**src/sbpcs_pkg.sv**
```systemverilog
// Package of constants and carrier types for the sideband package/channel state block
package sbpcs_pkg;

  // ****************************************************************
  // Sizes and timing
  // ****************************************************************
  localparam int          NUM_CH        = 2;
  localparam int          CHID_W        = 5;
  localparam int          PKGID_W       = 3;
  localparam int          ICHID_W       = 2;
  localparam int          CLK_PERIOD_NS = 8;
  // Power-up to Initial State bound, in microseconds (shortened by parameter)
  localparam int          INIT_TIME_US  = 100;
  localparam int          INIT_CYCLES   = (INIT_TIME_US * 1000) / CLK_PERIOD_NS;
  localparam int          NOTRDY_CYCLES = 4;
  localparam int          TMR_W         = 24;

  // ****************************************************************
  // Channel id layout and reset values
  // ****************************************************************
  localparam int          ICHID_LSB     = 0;
  localparam int          PKGID_LSB     = 2;
  localparam logic [1:0]  ICHID_PKG     = 2'h3;   // Internal id addressing the package
  localparam logic        RST_ARB_EN    = 1'h1;

  // Package interface state, one-hot
  typedef enum logic [3:0] {
    SBPCS_PWRDN  = 4'h1,
    SBPCS_PWRUP  = 4'h2,
    SBPCS_NOTRDY = 4'h4,
    SBPCS_READY  = 4'h8
  } sbpcs_pkg_state_e;

  // Channel state, one-hot
  typedef enum logic [3:0] {
    SBPCS_CH_NOTRDY = 4'h1,
    SBPCS_CH_INIT   = 4'h2,
    SBPCS_CH_DIS    = 4'h4,
    SBPCS_CH_EN     = 4'h8
  } sbpcs_ch_state_e;

  // Decoded command strobe from the sideband receiver
  typedef struct packed {
    logic                valid;
    logic [CHID_W-1:0]   chId;
    logic                select;
    logic                deselect;
    logic                enable;
    logic                disable_;
    logic                resetCh;
    logic                clearInit;
  } sbpcs_cmd_s;

  // Per-channel transmit requests
  typedef struct packed {
    logic                rsp;
    logic                aen;
    logic                pass;
  } sbpcs_txreq_s;

endpackage : sbpcs_pkg

```
**src/sbpcs_channel.sv**
```systemverilog
// One channel's Ready / Initial / enable state
`timescale 1ns/1ns
module sbpcs_channel (
  input  wire logic                          clk,
  input  wire logic                          srst,
  input  wire logic                          powerUp,
  input  wire logic                          pkgReady,
  input  wire logic                          asyncLoss,
  input  wire logic [sbpcs_pkg::ICHID_W-1:0] chIndex,
  input  wire logic [sbpcs_pkg::PKGID_W-1:0] pkgId,
  input  wire sbpcs_pkg::sbpcs_cmd_s         cmd,
  output logic                               chAccept,
  output logic                               initState,
  output logic                               chEnabled,
  output sbpcs_pkg::sbpcs_ch_state_e         chState
);
  import sbpcs_pkg::*;

  logic            hit;
  logic            wasUp;
  logic [2:0]      nrCnt;
  sbpcs_ch_state_e next_chState;

  // Channel id match: package id joined with internal channel id
  assign hit = cmd.valid && (cmd.chId == {pkgId, chIndex});

  // Accepted only outside Not Ready
  assign chAccept = hit && (chState != SBPCS_CH_NOTRDY);
  assign initState = (chState == SBPCS_CH_INIT);
  assign chEnabled = (chState == SBPCS_CH_EN);

  // Next channel state
  always_comb begin
    next_chState = chState;
    case (chState)
      SBPCS_CH_NOTRDY: begin
        if (powerUp && pkgReady && nrCnt == 3'(NOTRDY_CYCLES - 1)) begin
          next_chState = SBPCS_CH_INIT;
        end
      end
      SBPCS_CH_INIT: begin
        if (chAccept && cmd.clearInit) begin
          next_chState = SBPCS_CH_DIS;
        end
      end
      SBPCS_CH_DIS: begin
        if (chAccept && cmd.enable) begin
          next_chState = SBPCS_CH_EN;
        end
      end
      SBPCS_CH_EN: begin
        if (chAccept && cmd.disable_) begin
          next_chState = SBPCS_CH_DIS;
        end
      end
      default: next_chState = SBPCS_CH_NOTRDY;
    endcase
    if (chState != SBPCS_CH_NOTRDY && (asyncLoss || (chAccept && cmd.resetCh))) begin
      next_chState = SBPCS_CH_INIT;
    end
    if (!powerUp) begin
      next_chState = SBPCS_CH_NOTRDY;
    end
  end

  // State register
  always_ff @(posedge clk) begin
    if (srst) begin
      chState <= SBPCS_CH_NOTRDY;
    end else begin
      chState <= next_chState;
    end
  end

  // Not Ready dwell counter
  always_ff @(posedge clk) begin
    if (srst || chState != SBPCS_CH_NOTRDY || !pkgReady) begin
      nrCnt <= 3'h0;
    end else if (nrCnt != 3'(NOTRDY_CYCLES - 1)) begin
      nrCnt <= nrCnt + 3'h1;
    end
  end

  // Helper: previous power state for assertions
  always_ff @(posedge clk) begin
    if (srst) begin
      wasUp <= 1'h0;
    end else begin
      wasUp <= powerUp;
    end
  end

  // ****************************************************************
  // Assertions
  // ****************************************************************
  reset_to_init_a: assert property (@(posedge clk) disable iff (srst)
    (chAccept && cmd.resetCh && powerUp) |=> (chState == SBPCS_CH_INIT))
    else $error("reset channel did not reach Initial State");

  init_disabled_a: assert property (@(posedge clk) disable iff (srst)
    (chState == SBPCS_CH_INIT) |=> (chState != SBPCS_CH_EN))
    else $error("channel left Initial State straight to enabled");

  notrdy_refuse_a: assert property (@(posedge clk) disable iff (srst)
    (chState == SBPCS_CH_NOTRDY) |-> !chAccept)
    else $error("Not Ready channel accepted a command");

  // After a cycle without power the channel starts again from Not Ready
  power_down_a: assert property (@(posedge clk) disable iff (srst)
    !wasUp |-> (chState == SBPCS_CH_NOTRDY))
    else $error("channel left Not Ready without power");

endmodule : sbpcs_channel

```
**src/sbpcs_top.sv**
```systemverilog
// Package and channel operating state tracker for a shared sideband interface
`timescale 1ns/1ns
// Overview of operation
// - Selected package may drive buffers and transmit, subject to arbitration.
// - Deselected package keeps buffers off and never transmits.
// - With arbitration on, transmit needs selection and the token.
// - With arbitration off, selection alone allows transmit.
// - Package Ready accepts package commands and can become Selected.
// - Package Not Ready refuses package commands.
// - Channel Ready accepts commands matching package plus internal channel id.
// - Channel Not Ready refuses channel commands.
// - Initial State accepts commands and flags that configuration is needed.
// - Enabled channel may send events and pass-through while package Selected.
// - Disabled channel sends no events or pass-through traffic.
// - Output buffers stay off during interface power-up.
// - Link change on an enabled channel raises an event; a disabled channel's events are cleared.
// - Entering Initial State leaves the channel disabled.
// - Reset channel command returns the channel to Initial State.
module sbpcs_top #(
  parameter int INIT_LIMIT = sbpcs_pkg::INIT_CYCLES
) (
  input  wire logic                                clk,
  input  wire logic                                srst,
  input  wire logic                                powerUp,
  input  wire logic [sbpcs_pkg::PKGID_W-1:0]       pkgId,
  input  wire logic                                arbToken,
  input  wire logic                                arbEnSet,
  input  wire logic                                arbEnClr,
  input  wire sbpcs_pkg::sbpcs_cmd_s               cmd,
  input  wire logic [sbpcs_pkg::NUM_CH-1:0]        linkUp,
  input  wire logic [sbpcs_pkg::NUM_CH-1:0]        asyncLoss,
  input  wire sbpcs_pkg::sbpcs_txreq_s [1:0]       txReq,
  input  wire logic [sbpcs_pkg::NUM_CH-1:0]        aenAck,
  output logic                                     pkgAccept,
  output logic [sbpcs_pkg::NUM_CH-1:0]             chAccept,
  output logic                                     selected,
  output logic                                     arbEnabled,
  output logic                                     txOe,
  output logic                                     txAllowed,
  output logic [sbpcs_pkg::NUM_CH-1:0]             txGrant,
  output logic [sbpcs_pkg::NUM_CH-1:0]             initState,
  output logic [sbpcs_pkg::NUM_CH-1:0]             chEnabled,
  output logic [sbpcs_pkg::NUM_CH-1:0]             aenPending,
  output logic                                     initTimeout,
  output sbpcs_pkg::sbpcs_pkg_state_e              pkgState
);
  import sbpcs_pkg::*;

  // ****************************************************************
  // Declarations
  // ****************************************************************
  sbpcs_pkg_state_e              next_pkgState;
  sbpcs_ch_state_e [NUM_CH-1:0]  chState;
  logic                          pkgHit;
  logic                          permit;
  logic [TMR_W-1:0]              initTmr;
  logic [NUM_CH-1:0]             linkPrev;
  logic [NUM_CH-1:0]             unreqOk;
  logic                          wasPwr;
  logic                          arbSeen;

  // ****************************************************************
  // Package state
  // ****************************************************************

  // Package-directed command decode
  assign pkgHit = cmd.valid && (cmd.chId == {pkgId, ICHID_PKG});
  assign pkgAccept = pkgHit && (pkgState == SBPCS_READY);

  // Next package state
  always_comb begin
    next_pkgState = pkgState;
    case (pkgState)
      SBPCS_PWRDN: begin
        if (powerUp) begin
          next_pkgState = SBPCS_PWRUP;
        end
      end
      SBPCS_PWRUP: begin
        next_pkgState = SBPCS_NOTRDY;
      end
      SBPCS_NOTRDY: begin
        next_pkgState = SBPCS_READY;
      end
      SBPCS_READY: begin
        next_pkgState = SBPCS_READY;
      end
      default: next_pkgState = SBPCS_PWRDN;
    endcase
    if (!powerUp) begin
      next_pkgState = SBPCS_PWRDN;
    end
  end

  // Package state register
  always_ff @(posedge clk) begin
    if (srst) begin
      pkgState <= SBPCS_PWRDN;
    end else begin
      pkgState <= next_pkgState;
    end
  end

  // Selection: only a Ready package takes select; only a select command selects it
  always_ff @(posedge clk) begin
    if (srst || pkgState != SBPCS_READY) begin
      selected <= 1'h0;
    end else if (pkgAccept && cmd.deselect) begin
      selected <= 1'h0;
    end else if (pkgAccept && cmd.select) begin
      selected <= 1'h1;
    end
  end

  // Arbitration enable, forced on at reset and at interface power-up
  always_ff @(posedge clk) begin
    if (srst || pkgState == SBPCS_PWRUP) begin
      arbEnabled <= RST_ARB_EN;
    end else if (arbEnClr) begin
      arbEnabled <= 1'h0;
    end else if (arbEnSet) begin
      arbEnabled <= 1'h1;
    end
  end

  // ****************************************************************
  // Transmit permission
  // ****************************************************************

  // Selection plus token when arbitration is on
  assign permit = selected && (pkgState == SBPCS_READY)
                  && (!arbEnabled || arbToken);
  assign txAllowed = permit;

  // Output buffer enable
  always_ff @(posedge clk) begin
    if (srst) begin
      txOe <= 1'h0;
    end else begin
      txOe <= permit;
    end
  end

  // ****************************************************************
  // Channels
  // ****************************************************************
  for (genvar i = 0; i < NUM_CH; i++) begin : gCh
    sbpcs_channel uChan (
      .clk       (clk),
      .srst      (srst),
      .powerUp   (powerUp),
      .pkgReady  (pkgState == SBPCS_READY),
      .asyncLoss (asyncLoss[i]),
      .chIndex   (ICHID_W'(i)),
      .pkgId     (pkgId),
      .cmd       (cmd),
      .chAccept  (chAccept[i]),
      .initState (initState[i]),
      .chEnabled (chEnabled[i]),
      .chState   (chState[i])
    );

    // Unrequested traffic only from an enabled channel
    assign unreqOk[i] = chEnabled[i] && (txReq[i].aen || txReq[i].pass);

    // Responses ignore enable; unrequested needs enable
    assign txGrant[i] = permit && (txReq[i].rsp || unreqOk[i]);
  end

  // Link change events, set wins over acknowledge
  always_ff @(posedge clk) begin
    if (srst) begin
      linkPrev   <= '0;
      aenPending <= '0;
    end else begin
      linkPrev   <= linkUp;
      aenPending <= ((aenPending & ~aenAck) | (linkUp ^ linkPrev)) & chEnabled;
    end
  end

  // ****************************************************************
  // Power-up to Initial State watchdog
  // ****************************************************************
  always_ff @(posedge clk) begin
    if (srst || !powerUp) begin
      initTmr     <= '0;
      initTimeout <= 1'h0;
    end else if (|(chState & {NUM_CH{SBPCS_CH_NOTRDY}}) && !(&initState | |chEnabled)) begin
      if (initTmr == TMR_W'(INIT_LIMIT)) begin
        initTimeout <= 1'h1;
      end else begin
        initTmr <= initTmr + TMR_W'(1);
      end
    end
  end

  // Helpers for assertions
  always_ff @(posedge clk) begin
    if (srst) begin
      wasPwr  <= 1'h0;
      arbSeen <= 1'h0;
    end else begin
      wasPwr  <= powerUp;
      arbSeen <= arbEnabled;
    end
  end

  // ****************************************************************
  // Assertions
  // ****************************************************************
  deselect_quiet_a: assert property (@(posedge clk) disable iff (srst)
    !selected |=> !txOe)
    else $error("buffers on while deselected");

  token_gate_a: assert property (@(posedge clk) disable iff (srst)
    (arbEnabled && !arbToken) |-> (txGrant == '0))
    else $error("transmit granted without token");

  no_arb_send_a: assert property (@(posedge clk) disable iff (srst)
    (!arbEnabled && selected && (pkgState == SBPCS_READY) && txReq[0].rsp)
    |-> txGrant[0])
    else $error("response blocked with arbitration off");

  notready_pkg_a: assert property (@(posedge clk) disable iff (srst)
    (pkgState != SBPCS_READY) |-> !pkgAccept)
    else $error("package command accepted while not ready");

  select_take_a: assert property (@(posedge clk) disable iff (srst)
    (pkgAccept && cmd.select && !cmd.deselect && powerUp) |=> selected)
    else $error("select command not taken");

  powerup_off_a: assert property (@(posedge clk) disable iff (srst)
    (pkgState == SBPCS_PWRUP) |-> ##1 !txOe [*2])
    else $error("buffers enabled during power-up");

  disabled_quiet_a: assert property (@(posedge clk) disable iff (srst)
    (!chEnabled[1] && !txReq[1].rsp) |-> !txGrant[1])
    else $error("disabled channel sent unrequested traffic");

  reach_init_a: assert property (@(posedge clk) disable iff (srst)
    ($rose(pkgState == SBPCS_READY) && powerUp) |-> ##[1:8] (initState[0] || !powerUp))
    else $error("channel missed Initial State");

  init_flag_a: assert property (@(posedge clk) disable iff (srst)
    (initState[0] && cmd.valid && cmd.chId == {pkgId, 2'h0}) |-> chAccept[0])
    else $error("Initial State channel refused command");

  // A fresh power-up turns arbitration on two edges later
  arb_powerup_a: assert property (@(posedge clk) disable iff (srst)
    (!wasPwr && powerUp) |=> ##1 arbEnabled)
    else $error("arbitration not enabled after power-up");

  // Channel resets never disturb the arbitration setting
  arb_kept_a: assert property (@(posedge clk) disable iff (srst)
    ((pkgState == SBPCS_READY) && !arbEnSet && !arbEnClr) |=> (arbEnabled == arbSeen))
    else $error("arbitration setting changed without a command");

endmodule : sbpcs_top

```
**config.mk**
```make
export PLATFORM = sky130hd
export DESIGN_NAME = sbpcs_top
export DESIGN_NICKNAME = d
export VERILOG_FILES = /design/src/sbpcs_pkg.sv /design/src/sbpcs_channel.sv /design/src/sbpcs_top.sv
export SDC_FILE = /design/constraint.sdc
export NUM_CORES = 1
export LEC_CHECK = 0
export BUFFER_PORTS_ARGS = -buffer_cell sky130_fd_sc_hd__clkbuf_2
export CELL_PAD_IN_SITES_DETAIL_PLACEMENT = 1
export CELL_PAD_IN_SITES_GLOBAL_PLACEMENT = 1
export CORE_ASPECT_RATIO = 0.7
export CORE_MARGIN = 2
export CORE_UTILIZATION = 43
export CTS_BUF_LIST = sky130_fd_sc_hd__clkbuf_8
export DETAILED_ROUTE_END_ITERATION = 8
export GPL_ROUTABILITY_DRIVEN = 0
export MAX_ROUTING_LAYER = met4
export PLACE_DENSITY = 0.87
export RECOVER_POWER = 25
export REMOVE_ABC_BUFFERS = 1
export SLEW_MARGIN = 40
export SYNTH_ARGS = -nofsm -noshare
export SYNTH_HDL_FRONTEND = slang
export SYNTH_SLANG_ARGS = --single-unit
```
**constraint.sdc**
```tcl
create_clock -name clk -period 2 [get_ports clk]
set_clock_uncertainty 0.15 [all_clocks]
set_input_delay 0.4 -clock clk [delete_from_list [all_inputs] [get_ports clk]]
set_output_delay 0.4 -clock clk [all_outputs]
set_load 0.05 [all_outputs]
```
==> impl_results.md, run 1 <==
* Setup crit end kind: output port
* Total CTS buffers at 5
* RSZ-0062 raised after global routing: yes
* Gr busiest metal: met2
* Setup TNS at -2040 ps
* Period Utilization, post-route at 119%
* Layout cell share with drive strength beyond 1 at 40.9%
* Post-synth EDFFs at 0
* Failing checks: negative setup slack
* YS warnings at 0
* Grt ovf at 0
* Final hold slack at 134 ps
* Async S/R FF share, synth at 0%
* Final critical-path setup slack at -370 ps
* Root Driver: clkbuf_8
* CTS tree: built
* CTS clk-pin slew, worst paths at 100 ps
* Initial DRC count at 314
* Area delta synth->final at 40.0%
* Int Pwr at 0.00138 W
* Commonest non-fill, non-tap cell in the layout: nor2_1
* Synthesized flop and latch total at 50
* Leakage at 1.47 nW
* Logic pwr share at 8.8%
* Fill cells at 688
* Worst R2R Setup Slack at -360 ps
* I/O pin count at 53
* DRC viols at 0
* Met1 Usage GRT at 35.9%
* CTS Buffer Depth at 2
* Pin count of the biggest net entering global routing at 16
* Vias in the first global route at 2936
* Setup Viol. Count Final at 13
* Syn Area/Cell at 8.80 µm²
* Cell Count Post-Placement at 446
* DRT Wirelength at 12400 µm
* Die height at 69.8 µm
* Final nets at 427
* Worst Path Arrival at 1820 ps
* Synth top area cells: dfxtp_1 38%, nor2_1 6.2%, xnor2_1 4.9%
* Switching power at 0.000494 W
* Clock network power share at 37.3%
* Min cycle time layout at 2370 ps
* Worst-path fanout max at 2
* Cell Pwr Density at 505 nW/µm²
* Core Area at 5840 µm²
* M2 GR Usage at 49.3%
* Worst EP required at 1450 ps
* DR vias at 3015
* Mapped Cells at 302
* # clock sinks at 50
* HPWL after DPL at 6430 µm
* Starting Density at 45.5%
* Pins Over Slew Limit at 0
* Sequential share of power at 53.9%
* Worst hold-check path type: input port to flop
* Yosys top cell area share at 37.7%
* Startpoint types: flop
* Final Hold Fails at 0
* Drt via density at 6.50
* Tightest Pin Transition at 1090 ps
* Met3 Use GR at 5.95%
* Non-Filler Instances at 464
* Post-synthesis sequential area ratio at 37.7%
* FMAX at 422 MHz
* GRT Total Usage at 30.2%
* Ys flop type: dfxtp_1
* Area of the die at 6830 µm²
* Routed WL per cell at 26.7 µm
* Port Buffer Count at 52
* Number of diodes at 0
* Worst vdd ir at 428 µV
* Commonest non-fill, non-tap cells in the layout: 43 x nor2_1, 41 x clkbuf_2, 38 x dfxtp_1
* Die width at 97.9 µm
* Max-Cap Viols at 0
* Hold_buf cts at 0
* Initial antenna violation count at 0
* Outcome: finished with violations
* Antenna viol nets, final at 0
* Most area-hungry cell type in the Yosys netlist: dfxtp_1
* Syn Std Cell Area at 2660 µm²
* Crit Path Class: flop to output port
* Yosys cell types at 56
* Switch share at 26.3%
* CTS HTree Levels at 2
* DR pass1 iterations at 5
* Slew margin rel. at 26.5%
* Clk_lat worst skew at 330 ps
* First-pass GRT wire length at 15500 µm
* Core Rows at 23
worst max-delay path, stage by stage (launching register included):
cell and delay (ps):
dfxtp_2 340, nand2b_4 140, or3_4 370, nor4_4 360, clkbuf_8 260
worst paths after layout:
path,start,to,depth (start not counted)
hold / removal,cmd[4],selected,2
hold reg to reg,initTimeout,initTimeout,1
setup reg to reg,gCh[0].uChan.chState[0],gCh[0].uChan.chState[2],5
setup / recovery,pkgState[2],pkgAccept,4
registers in the layout (all words and copies together), names as in the netlist:
register	cells
pkgState	4
txOe	1
aenPending	2
gCh.uChan.nrCnt	6
initTimeout	1
arbEnabled	1
selected	1
initTmr	24
gCh.uChan.chState	8
linkPrev	2
power by group through the flow:
stage,clock network (W),logic (W),registers (W)
2_1_floorplan,0,0.0000447,0.00105
3_3_place_gp,0,0.000133,0.00103
3_5_place_dp,0,0.000140,0.00103
4_1_cts,0.000679,0.000146,0.00101
5_1_grt,0.000738,0.000173,0.00101
6_report,0.000700,0.000166,0.00101
cells in the mapped netlist, drive strengths merged (2+ instances only):
master	instances
a2111oi	2
a21o	2
a21oi	9
a311o	2
a31oi	2
a32o	2
and3	7
and4	6
buf	11
clkbuf	4
dfxtp	50
ha	6
inv	15
mux2i	2
nand2	15
nand2b	4
nand3	14
nand4	14
nor2	44
nor2b	3
nor3	12
nor3b	2
nor4	7
nor4b	6
o211ai	2
o21ai	6
o2bb2ai	2
o41ai	2
or3	4
or4b	4
xnor2	15
xor2	15
timing repair:
item                       in CTS  in global routing
setup buffers                   6                  9
setup endpoints to repair      13                 28
resized for setup              41                 45
pin swaps                       8                 16
cell families (layout without fill, tap and decap cells):
| kind of cell | count (synthesis) | in the layout | synth area share (%) |
|---|---|---|---|
| simple gates | 148 | 148 | 32.1 |
| flops | 50 | 50 | 37.7 |
| compound gates | 36 | 36 | 11.0 |
| xor+xnor | 30 | 30 | 9.89 |
| buf+inv | 30 | 117 | 5.79 |
| fa+ha+maj | 6 | 6 | 2.83 |
| mux | 2 | 2 | 0.754 |
metal layers:
layer  vias to the layer above  part of all wire (%)
met2                       234                    47
met4                         0                   6.2
met5                         -                     0
met1                      1456                    38
li1                       1249                     -
met3                        76                   8.0
through the flow:
step,power (W),util (%),cell area (µm²),setup WS (ps)
after global placement,0.00117,54.7,3200,-161
final,0.00188,63.7,3720,-370
after global routing,0.00193,63.7,3720,-386
after floorplan,0.00109,-,2560,-1170
after detailed placement,0.00117,54.7,3200,-174
after CTS,0.00184,59.9,3500,-268
cell type report:
cell class | count | area (µm²) | share of cell area (%)
Timing Repair Buffer | 94 | 708 | 19.0
Sequential cell | 50 | 1020 | 27.3
Inverter | 15 | 61.3 | 1.65
Clock buffer | 7 | 96.3 | 2.59
Multi-Input combinational cell | 222 | 1730 | 46.6
Clock inverter | 1 | 8.76 | 0.236
Tap cell | 75 | 93.8 | 2.52
No activity file was read; power rests on OpenSTA's default activity.
==> run 2, diff against run 1 <==
clock period = 2.3 ns   (was 2 ns; I/O delays follow)
==> run 2 against run 1 <==
Net effect: the run still ends with negative setup slack left; combinational power is 32% lower; sequential share of layout area is 3.9 points higher; non-clock buffer count is 21 lower; critical path depth is 1 higher; final cell count is 4.5% lower; via count is 15% lower; clock power is 9.1% lower; cell area is 12% lower; critical path type unchanged; critical endpoint is now txGrant[0]; largest cell class unchanged; highest routed layer unchanged.
==> impl_results.md, run 2 (synthesis gave the netlist of run 1 again) <==
* Root Driver: clkbuf_8
* Grt ovf at 0 (unchanged)
* Setup Viol. Count Final at 2 (-11)
* Antenna viol nets, final at 0 (unchanged)
* Port Buffer Count at 52 (unchanged)
* Period Utilization, post-route at 101%
* CTS Buffer Depth at 2 (unchanged)
* Slew margin rel. at 50.9% (+24 points)
* I/O pin count at 53 (unchanged)
* HPWL after DPL at 5830 µm (-9.3%)
* Min cycle time layout at 2310 ps
* GRT Total Usage at 26.1% (-4.0 points)
* Layout cell share with drive strength beyond 1 at 30.4% (-10 points)
* Leakage at 1.27 nW (-14%)
* DR pass1 iterations at 4 (-1)
* Initial DRC count at 130 (-59%)
* First-pass GRT wire length at 13900 µm (-10%)
* Final nets at 406 (-4.9%)
* Final instance area at 3270 µm² (-12%)
* Failing checks: negative setup slack
* Core Area at 5840 µm² (unchanged)
* Crit Path Class: flop to output port
* Cell Count Post-Placement at 430 (-3.6%)
* Hold_buf cts at 0 (unchanged)
* DR vias at 2558 (-15%)
* DRT Wirelength at 8480 µm (-32%)
* Startpoint types: flop
* CTS clk-pin slew, worst paths at 100 ps (about the same)
* Total CTS buffers at 5 (unchanged)
* R2r worst-path depth at 7 (+2)
* Non-Filler Instances at 443 (-4.5%)
* Worst-path fanout max at 2 (unchanged)
* Initial antenna violation count at 0 (unchanged)
* Max-Cap Viols at 0 (unchanged)
* Final critical-path setup slack at -13.0 ps (+357 ps)
* Largest Register: initTmr
* Pin count of the biggest net entering global routing at 18 (+2)
* Pins Over Slew Limit at 0 (unchanged)
* Placed Area at 3030 µm² (-5.2%)
* Starting Density at 45.5% (unchanged)
* Commonest non-fill, non-tap cells in the layout: 44 x nor2_1, 44 x clkbuf_2, 40 x dfxtp_1
* Worst vdd ir at 316 µV (-26%)
* Setup TNS at -18.7 ps (+2020 ps)
* Outcome: finished with violations
* Tightest Pin Transition at 726 ps (-362 ps)
* Clk_lat worst skew at 320 ps (about the same)
* # clock sinks at 50 (unchanged)
* RSZ-0062 raised after global routing: yes
* Setup crit end kind: output port
* Area delta synth->final at 22.9%
* Worst hold-check path type: input port to flop
* Worst EP required at 1690 ps (+240 ps)
* Number of diodes at 0 (unchanged)
* Tot Pwr at 0.00163 W (-13%)
* Drt via density at 5.77 (-11%)
* Worst Path Arrival at 1700 ps (-120 ps)
* Routed WL per cell at 19.1 µm (-28%)
* CTS HTree Levels at 2 (unchanged)
* Number of flip-flops in the largest register at 24 (unchanged)
* Largest registers: initTmr (24), gCh.uChan.chState (8), gCh.uChan.nrCnt (6)
* Core Rows at 23 (unchanged)
* Area of the die at 6830 µm² (unchanged)
* Vias in the first global route at 2677 (-8.8%)
* Final Hold Fails at 0 (unchanged)
* Cell Pwr Density at 498 nW/µm² (-1.4%)
* Die height at 69.8 µm (unchanged)
* CTS tree: built
* Die width at 97.9 µm (unchanged)
* FMAX at 432 MHz
* Worst hold path depth at 2 (unchanged)
* DRC viols at 0 (unchanged)
-- run 2: cell count changes in the layout (fill, tap and decap cells not counted), sizes merged --
| cell | before | now |
|---|---|---|
| buf | 48 | 22 |
| bufinv | 0 | 1 |
| clkinv | 1 | 0 |
| inv | 15 | 17 |
| clkbuf | 53 | 56 |
-- run 2: report_power, final --
part / switching (W) / total [W] / leakage [nW] / internal, W
clock: 0.000318 / 0.000636 / 0.0607 / 0.000318
sequential: 0.00000840 / 0.000877 / 0.408 / 0.000869
combinational: 0.0000686 / 0.000113 / 0.799 / 0.0000448
total: 0.000395 / 0.00163 / 1.27 / 0.00123
-- run 2: area by class of cell --
cell class | count | area [µm²]
clock buffer | 5 | 68.8
clock inverter | 3 | 37.5
timing repair buffer | 73 | 439
inverter | 15 | 61.3
multi-input combinational | 222 | 1540
sequential | 50 | 1020
tap | 75 | 93.8
fill | 703 | 2580
-- run 2: timing repair --
action | 4_1_cts | 5_1_grt
endpoints found under the setup margin | 4 | 9
pin swaps | 5 | 5
setup buffers | 4 | 1
resized for setup | 25 | 16
-- run 2: layer usage --
layer / share of wire [%] / global-route usage, % / vias to the layer above
met5: 0 / - / -
met4: 0.60 / 5.25 / 0
met3: 5.1 / 4.84 / 5
met2: 48 / 42.1 / 63
met1: 46 / 34.6 / 1279
li1: - / - / 1211
-- run 2: worst paths after layout --
path,end,from,slack [ps]
max,txGrant[0],gCh[0].uChan.chState[0],-10
max reg2reg,initTmr[13],gCh[0].uChan.chState[0],150
min,selected,cmd[4],210
min reg2reg,initTimeout,initTimeout,330
-- run 2: critical path, stage by stage (launching register included) --
cell and delay [ps]:
dfxtp_4 360, or4b_4 550, inv_4 80, o21ai_2 50, a21oi_2 180, buf_8 170
-- run 2: per-stage QoR --
stage / hold slack [ps] / utilization [%] / worst slack [ps]
global placement: 301 / 51.9 / 116
finish: 208 / 55.9 / -13.0
floorplan: 309 / - / -870
global route: 202 / 55.9 / -47.2
CTS: 210 / 55.3 / -5.15
detailed placement: 307 / 51.9 / 96.5
